[src/timer8_pkg.sv]
package timer8_pkg;
  // waveform mode select codes
  localparam logic [1:0] MODE_NORMAL       = 2'h0;
  localparam logic [1:0] MODE_PHASE        = 2'h1;
  localparam logic [1:0] MODE_CLEAR_MATCH  = 2'h2;
  localparam logic [1:0] MODE_FAST         = 2'h3;
  // compare output action codes
  localparam logic [1:0] ACT_OFF           = 2'h0;
  localparam logic [1:0] ACT_TOGGLE        = 2'h1;
  localparam logic [1:0] ACT_CLEAR         = 2'h2;
  localparam logic [1:0] ACT_SET           = 2'h3;
  // counter extremes and reset values
  localparam logic [7:0] COUNT_BOTTOM      = 8'h00;
  localparam logic [7:0] COUNT_MAX         = 8'hFF;
  localparam logic [7:0] COMPARE_RESET     = 8'h00;
  // prescale selects: 0 stop, 1 /1, 2 /8, 3 /32, 4 /64, 5 /128, 6 /256, 7 /1024
  localparam logic [2:0] PRESCALE_STOP     = 3'h0;
  localparam int         PRESCALE_BITS     = 10;
  localparam int         PHASE_PERIOD      = 510;
  localparam int         CLOCK_PERIOD_NS   = 40;
endpackage

[src/prescale_if.sv]
interface prescale_if;
  logic [2:0] select;   // prescale factor choice
  logic       restart;  // clears the divider
  logic       tick;     // one-cycle timer tick
  modport ctrl (output select, output restart, input tick);
  modport div  (input select, input restart, output tick);
endinterface

[src/timer8_prescaler.sv]
module timer8_prescaler
  import timer8_pkg::*;
(
  input  wire logic clock_in,  // i/o clock
  input  wire logic rst_in,    // synchronous reset, high
  prescale_if.div   ps         // select in, tick out
);
  typedef struct packed {
    logic [PRESCALE_BITS-1:0] div;
    logic                     tick;
  } pstate_type;

  pstate_type st_q, st_d;
  logic [PRESCALE_BITS-1:0] nxt;

  // free divider; a tick marks each wrap of the chosen tap
  always_comb begin
    st_d = st_q;
    nxt  = st_q.div + 1'b1;
    st_d.div = ps.restart ? '0 : nxt;
    unique case (ps.select)
      3'h0: st_d.tick = 1'b0;
      3'h1: st_d.tick = 1'b1;
      3'h2: st_d.tick = (st_q.div[2:0] == 3'h7);
      3'h3: st_d.tick = (st_q.div[4:0] == 5'h1F);
      3'h4: st_d.tick = (st_q.div[5:0] == 6'h3F);
      3'h5: st_d.tick = (st_q.div[6:0] == 7'h7F);
      3'h6: st_d.tick = (st_q.div[7:0] == 8'hFF);
      3'h7: st_d.tick = (st_q.div == 10'h3FF);
    endcase
    if (ps.restart && ps.select != 3'h1) st_d.tick = 1'b0;
  end

  always_ff @(posedge clock_in) begin
    if (rst_in) st_q <= '0;
    else        st_q <= st_d;
  end

  assign ps.tick = st_q.tick;

  property p_tick_stop;
    @(posedge clock_in) disable iff (rst_in)
      (ps.select == PRESCALE_STOP) [*2] |-> !ps.tick;
  endproperty
  a_tick_stop: assert property (p_tick_stop)
    else $error("tick while stopped");
endmodule

[src/timer8_waveform.sv]
// Summary of operation
// - mode 2 clears counter at compare match
// - mode 2 compare unbuffered, late write wraps
// - mode 2 action 1 toggles on match
// - output toggles every N*(1+compare) clocks
// - tick is clock divided by 1..1024
// - mode 2 overflow when MAX wraps to zero
// - mode 3 counts bottom to MAX, restarts
// - fast actions 2/3 clear/set at match
// - fast mode overflow at MAX
// - fast extremes: spike or constant level
// - fast action 1 toggles, half duty
// - fast mode compare writes are buffered
// - mode 1 counts up, holds MAX, down
// - phase action 2 match clears up, sets down; 3 reverses
// - phase mode overflow at bottom
// - phase extremes hold output low or high
// - phase period is 510 ticks
// - mode 2 match flag at top
// - pin driven only when direction is output
// - tick is a clock enable of clock_in
// - match flag sets on next tick
// - buffer loads only at top or bottom
// - action 0 leaves pin to the port
module timer8_waveform
  import timer8_pkg::*;
(
  input  wire logic       clock_in,            // i/o clock, 25 MHz
  input  wire logic       rst_in,              // synchronous reset, high
  input  wire logic [1:0] waveform_mode_sel_in,   // counting mode
  input  wire logic [1:0] compare_output_action_in, // output action
  input  wire logic [2:0] prescale_sel_in,     // 0 stop, 1..7 divide
  input  wire logic       prescale_reset_in,   // restart divider
  input  wire logic       compare_write_in,    // compare write strobe
  input  wire logic [7:0] compare_data_in,     // compare write data
  input  wire logic       match_flag_clear_in, // clear match flag
  input  wire logic       overflow_clear_in,   // clear overflow flag
  input  wire logic       port_value_in,       // normal port level
  input  wire logic       port_dir_out_in,     // pin direction: 1 output
  output logic [7:0]      count_value_out,     // counter
  output logic [7:0]      compare_value_out,   // active compare
  output logic            compare_match_flag_out, // sticky match flag
  output logic            overflow_flag_out,   // sticky overflow flag
  output logic            waveform_out,        // internal output state
  output logic            pin_out,             // pin level
  output logic            pin_oe_out           // pin driven
);
  typedef struct packed {
    logic [7:0] count;
    logic       down;
    logic [7:0] compare;
    logic [7:0] buffer;
    logic       match_pend;
    logic       match_flag;
    logic       overflow;
    logic       wave;
    logic       pin;
    logic       pin_oe;
  } state_type;

  state_type st_q, st_d;
  prescale_if ps ();
  logic tick;
  logic hit;
  logic ovf_set;                                  // overflow event this cycle
  logic [1:0] act;

  //////////////////////////////////////////////////////////////////////////
  // prescaler, a clock enable in this one domain
  assign ps.select  = prescale_sel_in;
  assign ps.restart = prescale_reset_in;
  assign tick       = ps.tick;

  timer8_prescaler u_prescaler (
    .clock_in (clock_in),
    .rst_in   (rst_in),
    .ps       (ps)
  );

  //////////////////////////////////////////////////////////////////////////
  // counting, compare and output logic
  always_comb begin
    st_d = st_q;
    act  = compare_output_action_in;
    hit  = (st_q.count == st_q.compare);
    ovf_set = 1'b0;
    // compare writes: direct in non-pwm modes, buffered in pwm modes
    if (compare_write_in) begin
      st_d.buffer = compare_data_in;
      if (waveform_mode_sel_in[0] == 1'b0)
        st_d.compare = compare_data_in;
    end
    if (tick) begin
      st_d.match_pend = hit;
      if (st_q.match_pend) st_d.match_flag = 1'b1;
      unique case (waveform_mode_sel_in)
        MODE_NORMAL: begin
          st_d.count = st_q.count + 8'h01;
          if (st_q.count == COUNT_MAX) ovf_set = 1'b1;
          if (hit && act != ACT_OFF)
            st_d.wave = (act == ACT_TOGGLE) ? ~st_q.wave : act[0];
        end
        MODE_CLEAR_MATCH: begin
          // clear at match; a compare below count wraps through MAX
          st_d.count = hit ? COUNT_BOTTOM
                           : st_q.count + 8'h01;
          if (st_q.count == COUNT_MAX && !hit)
            ovf_set = 1'b1;
          if (hit && act != ACT_OFF)
            st_d.wave = (act == ACT_TOGGLE) ? ~st_q.wave : act[0];
        end
        MODE_FAST: begin
          st_d.count = st_q.count + 8'h01;
          if (st_q.count == COUNT_MAX) begin
            st_d.compare = st_q.buffer;
            // non-inverting sets at bottom, inverting clears
            if (act[1]) st_d.wave = ~act[0];
          end
          if (st_d.count == COUNT_MAX) ovf_set = 1'b1;
          // match after the bottom update so compare MAX holds level
          if (hit) begin
            if (act == ACT_TOGGLE) st_d.wave = ~st_q.wave;
            else if (act[1] && st_q.compare != COUNT_MAX)
              st_d.wave = act[0];
          end
        end
        MODE_PHASE: begin
          // up to MAX, one tick there, then down to bottom
          if (!st_q.down) begin
            if (st_q.count == COUNT_MAX) begin
              st_d.down    = 1'b1;
              st_d.count   = st_q.count - 8'h01;
            end else
              st_d.count   = st_q.count + 8'h01;
          end else if (st_q.count == COUNT_BOTTOM) begin
            st_d.down  = 1'b0;
            st_d.count = st_q.count + 8'h01;
          end else
            st_d.count = st_q.count - 8'h01;
          if (st_d.count == COUNT_MAX) st_d.compare = st_q.buffer;
          if (st_d.count == COUNT_BOTTOM && st_q.down)
            ovf_set = 1'b1;
          // extremes: bottom stays low, MAX stays high (non-inverting)
          if (act[1]) begin
            if (st_q.compare == COUNT_BOTTOM)
              st_d.wave = act[0];
            else if (st_q.compare == COUNT_MAX)
              st_d.wave = ~act[0];
            else if (hit)
              st_d.wave = st_q.down ? ~act[0] : act[0];
          end
        end
      endcase
    end
    // hardware set wins over the clear
    if (match_flag_clear_in && !(tick && st_q.match_pend))
      st_d.match_flag = 1'b0;
    if (ovf_set)
      st_d.overflow = 1'b1;
    else if (overflow_clear_in)
      st_d.overflow = 1'b0;
    // pin mux: action 0 returns pin to the port
    st_d.pin    = (act == ACT_OFF) ? port_value_in : st_d.wave;
    st_d.pin_oe = port_dir_out_in;
  end

  always_ff @(posedge clock_in) begin
    if (rst_in) begin
      st_q         <= '0;
      st_q.compare <= COMPARE_RESET;
      st_q.buffer  <= COMPARE_RESET;
    end else
      st_q <= st_d;
  end

  //////////////////////////////////////////////////////////////////////////
  // outputs straight from the state register
  assign count_value_out        = st_q.count;
  assign compare_value_out      = st_q.compare;
  assign compare_match_flag_out = st_q.match_flag;
  assign overflow_flag_out      = st_q.overflow;
  assign waveform_out           = st_q.wave;
  assign pin_out                = st_q.pin;
  assign pin_oe_out             = st_q.pin_oe;

  //////////////////////////////////////////////////////////////////////////
  // checks
  property p_ctc_clear;
    @(posedge clock_in) disable iff (rst_in)
      tick && waveform_mode_sel_in == MODE_CLEAR_MATCH &&
      st_q.count == st_q.compare |=> st_q.count == COUNT_BOTTOM;
  endproperty
  a_ctc_clear: assert property (p_ctc_clear)
    else $error("count not cleared at match");

  property p_ctc_toggle;
    @(posedge clock_in) disable iff (rst_in)
      tick && waveform_mode_sel_in == MODE_CLEAR_MATCH && hit &&
      compare_output_action_in == ACT_TOGGLE |=> st_q.wave != $past(st_q.wave);
  endproperty
  a_ctc_toggle: assert property (p_ctc_toggle)
    else $error("output did not toggle");

  property p_match_next;
    @(posedge clock_in) disable iff (rst_in)
      tick && st_q.match_pend |=> st_q.match_flag;
  endproperty
  a_match_next: assert property (p_match_next)
    else $error("match flag late");

  property p_fast_wrap;
    @(posedge clock_in) disable iff (rst_in)
      tick && waveform_mode_sel_in == MODE_FAST && st_q.count == COUNT_MAX
      |=> st_q.count == COUNT_BOTTOM && st_q.compare == $past(st_q.buffer);
  endproperty
  a_fast_wrap: assert property (p_fast_wrap)
    else $error("fast wrap or buffer load wrong");

  property p_fast_ovf;
    @(posedge clock_in) disable iff (rst_in)
      tick && waveform_mode_sel_in == MODE_FAST &&
      st_q.count == 8'hFE |=> st_q.overflow;
  endproperty
  a_fast_ovf: assert property (p_fast_ovf)
    else $error("overflow missing at MAX");

  property p_phase_turn;
    @(posedge clock_in) disable iff (rst_in)
      tick && waveform_mode_sel_in == MODE_PHASE && !st_q.down &&
      st_q.count == COUNT_MAX |=> st_q.down && st_q.count == 8'hFE;
  endproperty
  a_phase_turn: assert property (p_phase_turn)
    else $error("phase turn wrong");

  property p_phase_ovf;
    @(posedge clock_in) disable iff (rst_in)
      tick && waveform_mode_sel_in == MODE_PHASE && st_q.down &&
      st_q.count == 8'h01 |=> st_q.overflow;
  endproperty
  a_phase_ovf: assert property (p_phase_ovf)
    else $error("overflow missing at bottom");

  property p_pin_dir;
    @(posedge clock_in) disable iff (rst_in)
      1'b1 |=> pin_oe_out == $past(port_dir_out_in);
  endproperty
  a_pin_dir: assert property (p_pin_dir)
    else $error("pin enable not following direction");

  property p_direct_write;
    @(posedge clock_in) disable iff (rst_in)
      compare_write_in && waveform_mode_sel_in == MODE_CLEAR_MATCH
      |=> st_q.compare == $past(compare_data_in);
  endproperty
  a_direct_write: assert property (p_direct_write)
    else $error("unbuffered write lost");

  property p_ctc_flag;
    @(posedge clock_in) disable iff (rst_in)
      tick && waveform_mode_sel_in == MODE_CLEAR_MATCH && hit
      |=> st_q.match_pend;
  endproperty
  a_ctc_flag: assert property (p_ctc_flag)
    else $error("match at top not noted");

  property p_fast_bottom;
    @(posedge clock_in) disable iff (rst_in)
      tick && waveform_mode_sel_in == MODE_FAST &&
      st_q.count == COUNT_MAX && compare_output_action_in[1]
      |=> st_q.wave == !$past(compare_output_action_in[0]);
  endproperty
  a_fast_bottom: assert property (p_fast_bottom)
    else $error("fast level at bottom wrong");

  property p_fast_match;
    @(posedge clock_in) disable iff (rst_in)
      tick && waveform_mode_sel_in == MODE_FAST && hit &&
      compare_output_action_in[1] && st_q.compare != COUNT_MAX
      |=> st_q.wave == $past(compare_output_action_in[0]);
  endproperty
  a_fast_match: assert property (p_fast_match)
    else $error("fast level at match wrong");

  property p_fast_buffered;
    @(posedge clock_in) disable iff (rst_in)
      compare_write_in && waveform_mode_sel_in == MODE_FAST &&
      !(tick && st_q.count == COUNT_MAX) |=> $stable(st_q.compare);
  endproperty
  a_fast_buffered: assert property (p_fast_buffered)
    else $error("buffered write reached compare");

  property p_phase_low;
    @(posedge clock_in) disable iff (rst_in)
      tick && waveform_mode_sel_in == MODE_PHASE &&
      compare_output_action_in[1] && st_q.compare == COUNT_BOTTOM
      |=> st_q.wave == $past(compare_output_action_in[0]);
  endproperty
  a_phase_low: assert property (p_phase_low)
    else $error("phase bottom extreme wrong");

  property p_phase_high;
    @(posedge clock_in) disable iff (rst_in)
      tick && waveform_mode_sel_in == MODE_PHASE &&
      compare_output_action_in[1] && st_q.compare == COUNT_MAX
      |=> st_q.wave == !$past(compare_output_action_in[0]);
  endproperty
  a_phase_high: assert property (p_phase_high)
    else $error("phase max extreme wrong");

  property p_phase_match;
    @(posedge clock_in) disable iff (rst_in)
      tick && waveform_mode_sel_in == MODE_PHASE && hit &&
      compare_output_action_in[1] && st_q.compare != COUNT_BOTTOM &&
      st_q.compare != COUNT_MAX
      |=> st_q.wave == ($past(st_q.down) ^
                        $past(compare_output_action_in[0]));
  endproperty
  a_phase_match: assert property (p_phase_match)
    else $error("phase match level wrong");

  property p_pin_port;
    @(posedge clock_in) disable iff (rst_in)
      compare_output_action_in == ACT_OFF
      |=> pin_out == $past(port_value_in);
  endproperty
  a_pin_port: assert property (p_pin_port)
    else $error("pin not returned to port");
endmodule
[config.mk]
export PLATFORM = sky130hd
export DESIGN_NAME = timer8_waveform
export DESIGN_NICKNAME = d
export VERILOG_FILES = /design/src/timer8_pkg.sv /design/src/prescale_if.sv /design/src/timer8_prescaler.sv /design/src/timer8_waveform.sv
export SDC_FILE = /design/constraint.sdc
export NUM_CORES = 1
export LEC_CHECK = 0
export BUFFER_PORTS_ARGS = -buffer_cell sky130_fd_sc_hd__buf_2
export CAP_MARGIN = 20
export CORE_ASPECT_RATIO = 2
export CORE_MARGIN = 1
export CORE_UTILIZATION = 59
export CTS_BUF_LIST = sky130_fd_sc_hd__clkbuf_4
export DETAILED_ROUTE_END_ITERATION = 16
export GPL_TIMING_DRIVEN = 0
export HOLD_SLACK_MARGIN = 0.02
export PLACE_DENSITY = 0.88
export SYNTH_ARGS = -nofsm -noshare
export SYNTH_HDL_FRONTEND = slang
export SYNTH_SLANG_ARGS = --single-unit
[constraint.sdc]
create_clock -name clock_in -period 3.2 [get_ports clock_in]
set_input_delay 0.64 -clock clock_in [delete_from_list [all_inputs] [get_ports clock_in]]
set_output_delay 0.64 -clock clock_in [all_outputs]
set_load 0.02 [all_outputs]
==> results.py <==
metrics = {
    "critical_path": {
        "arrival_ns": 3.27,
        "slowest_delay_ns": 0.59,
        "cp.required_ns": 3.49,
        "worst-setup-path-type": "reg2reg",
        "cp_slowest_cell": "or4_1",
        "worst-path-max-fanout": 10,
        "critical-path-top-delay-family": "simple AND/OR/NAND/NOR gates",
        "crit_path_end_kind": "flip-flop",
        "startpoint_type": "flip-flop",
        "path_buf_inv": 2,
        "cp_cell_sequence": "clkbuf_2, inv_1, ha_1, nand2b_1, nor4_1, xnor2_1, mux2i_1, or4_1, a2111o_1, a211oi_2",
    },
    "timing": {
        "finClkSkew_ns": 0.0162,
        "period_share_pct": 93.3,
        "min_period_ns": 2.99,
        "slew_headroom_pct": 52.6,
        "max_freq_mhz": 335,
        "tightest_slew_ns": 0.704,
        "slew_viol_final": 0,
        "setup_slack_ns": 0.214,
        "fin_setup_tns_ns": 0,
        "hold_viol": 0,
        "rsz0062_at_grt": "false",
        "setup_viol": 0,
    },
    "placed_design": {
        "gp_congestion": 1.00,
        "place_ws_ns": 0.153,
        "placed_cells": 472,
        "dp_hpwl_um": 6220,
        "io_buffers": 41,
    },
    "grt": {
        "use_met3_pct": 4.13,
        "grt_max_degree": 14,
        "top_usage_layer": "met2",
        "grt_pass1_vias": 2867,
        "grt_pass1_wl_um": 12800,
        "grt_use_met2_pct": 60.2,
        "gr-total-overflow": 0,
        "track_usage_pct": 32.3,
        "antenna_found_initial": 0,
        "gr-usage-met1_pct": 31.2,
    },
    "floorplanning": {
        "num_rows": 36,
        "floorplan.die_area_um2": 5390,
        "fp.dieW_um": 52.4,
        "die_h_um": 103,
        "ioPinCount": 44,
        "core_um2": 4860,
        "start_util_pct": 61.6,
    },
    "clocking": {
        "insertion_delay_ns": 0.36,
        "clockBufferDepth": 2,
        "clock_sinks": 42,
        "cts_buffers": 5,
        "htree_levels": 2,
        "clk_pin_slew_ns": 0.13,
        "cts_setup_buffers": 0,
        "cts_root_buf": "clkbuf_4",
        "ctsHoldBuffers": 0,
        "cts_tree": "done",
    },
    "synthesis": {
        "synth_edf_count": 0,
        "ys_types": 60,
        "synth_nets": 408,
        "yosys-top-cells-area": "dfxtp_1, mux2i_1, nor2_1",
        "yosys_most_used_dff": "dfxtp_1",
        "ys_seq_area_share_pct": 28.1,
        "synth-async-reset-ratio_pct": 0,
        "synth_top_area_share_pct": 28.1,
        "yosysWarnings": 0,
        "synth_area_leader_cell": "dfxtp_1",
        "mappedNetlistArea_um2": 3000,
        "syn_area_per_cell_um2": 8.01,
        "syn-instance-count": 374,
        "ys_seq_elements": 42,
    },
    "status": {
        "status": "completed",
    },
    "layout": {
        "fillers": 420,
        "layout.cells.non_filler": 480,
        "final_nets": 456,
        "antenna_cells": 0,
        "layout-drive-gt1-share_pct": 18.9,
        "area_growth_pct": 12.3,
    },
    "drt": {
        "drtIter0Drc": 182,
        "post_drt_wl_per_cell_um": 16.8,
        "vias": 2949,
        "drc": 0,
        "drtAntennaViolNets": 0,
        "vias_per_cell": 6.14,
        "dr.pass1.iters": 4,
        "drt-total-wl_um": 8070,
    },
    "power": {
        "ir_worst_vdd_mv": 0.380,
        "power.total_uw": 1140,
        "p_leak_uw": 0.00145,
        "power_per_cell_area_nw_per_um2": 338,
    },
    "min_path": {
        "hold_class": "reg2reg",
    },
    "flow_run": {
        "drv_cap": 0,
    },
}
## metrics by stage
step | instance area [um2] | utilization (%) | hold slack [ns]
global placement | 3270 | 67.3 | 0.434
floorplan | 3000 | - | 0.418
CTS | 3360 | 69.0 | 0.474
detailed placement | 3270 | 67.3 | 0.449
global route | 3370 | 69.2 | 0.492
finish | 3370 | 69.2 | 0.473
## synthesized netlist by cell type (all sizes together) (2+ instances only)
| cell | instances |
|---|---|
| inv | 15 |
| a41oi | 2 |
| a21oi | 12 |
| o2bb2ai | 9 |
| xor2 | 8 |
| nor2 | 48 |
| a211oi | 6 |
| a21o | 3 |
| a31oi | 4 |
| nand4 | 7 |
| or4 | 3 |
| or2 | 3 |
| dfxtp | 42 |
| mux2i | 24 |
| ha | 11 |
| a32o | 2 |
| clkbuf | 18 |
| xnor2 | 17 |
| nand2 | 23 |
| nand3 | 14 |
| and3 | 8 |
| nand2b | 4 |
| o21ai | 21 |
| and2 | 4 |
| o32ai | 2 |
| nor4 | 4 |
| nor2b | 6 |
| or3 | 2 |
| o2111ai | 2 |
| buf | 20 |
| nor3b | 3 |
| nor3 | 9 |
## cells in the final DEF (no fill, tap or decap), types with 4 or more instances in the layout
master | netlist | final
xor2_1 | 8 | 8
a31oi_1 | 4 | 4
xnor2_1 | 17 | 17
and3_1 | 8 | 8
clkbuf_4 | 0 | 6
nand3_1 | 14 | 14
a211oi_1 | 5 | 5
and2_1 | 4 | 4
buf_4 | 16 | 16
ha_1 | 11 | 11
nor2b_1 | 6 | 6
inv_1 | 15 | 15
a21oi_1 | 12 | 12
dfxtp_1 | 42 | 42
nand2b_1 | 4 | 4
clkbuf_1 | 18 | 16
o21ai_0 | 18 | 18
nand4_1 | 6 | 6
o2bb2ai_1 | 9 | 9
nor2_1 | 48 | 48
mux2i_1 | 24 | 24
nand2_1 | 22 | 22
buf_2 | 1 | 42
nor3_1 | 9 | 9
## layout make-up
class | instances | area (um2) | area share, %
plain buffers | 38 | 230 | 6.84
well taps | 57 | 71.3 | 2.12
clock buffers | 6 | 45.0 | 1.34
clock inverters | 2 | 37.5 | 1.12
inverters | 15 | 56.3 | 1.67
repair buffers | 41 | 205 | 6.10
flip-flops and latches | 42 | 841 | 25.0
multi-input cells | 279 | 1880 | 55.8
## timing repair
action	in CTS	in global routing
resized for setup	0	6
endpoints found under the hold margin	0	0
setup endpoints to repair	0	11
## path summary, 6_finish.rpt
| kind | startpoint | cells past startpoint | to | slack [ns] |
|---|---|---|---|---|
| setup / recovery | count_value_out[0] | 10 | overflow_flag_out | 0.21 |
| hold / removal | st_q[11] | 1 | compare_value_out[5] | 0.47 |
| setup reg to reg | count_value_out[0] | 10 | overflow_flag_out | 0.21 |
| hold reg to reg | st_q[11] | 1 | compare_value_out[5] | 0.47 |
## where the power goes
| group | switching [uW] | internal (uW) |
|---|---|---|
| clock network | 181 | 173 |
| registers | 16.3 | 541 |
| logic | 136 | 92.6 |
| total | 333 | 807 |
## logic make-up after synthesis
family	after synthesis	share of synthesized area (%)
AO/OA/AOI/OAI	80	18.8
XOR/XNOR	25	7.31
multiplexers	24	8.02
flip-flops	42	28.1
buffers and inverters	53	9.48
AND/OR/NAND/NOR	139	23.7
adder cells (fa/ha/maj)	11	4.59
## flip-flops by register name, indices dropped and copies added, names as in the netlist
register,flops
st_q,10
u_prescaler.st_q,10
compare_value_out,8
count_value_out,8
compare_match_flag_out,1
overflow_flag_out,1
pin_oe_out,1
pin_out,1
u_prescaler.ps.tick,1
waveform_out,1
## routing by layer
metal	wire length (um)	vias up
met3	374	37
met1	2810	1357
met4	476	0
li1	-	1419
met2	4410	136
met5	0	-
Note: power is estimated with default switching activity, not from simulation.
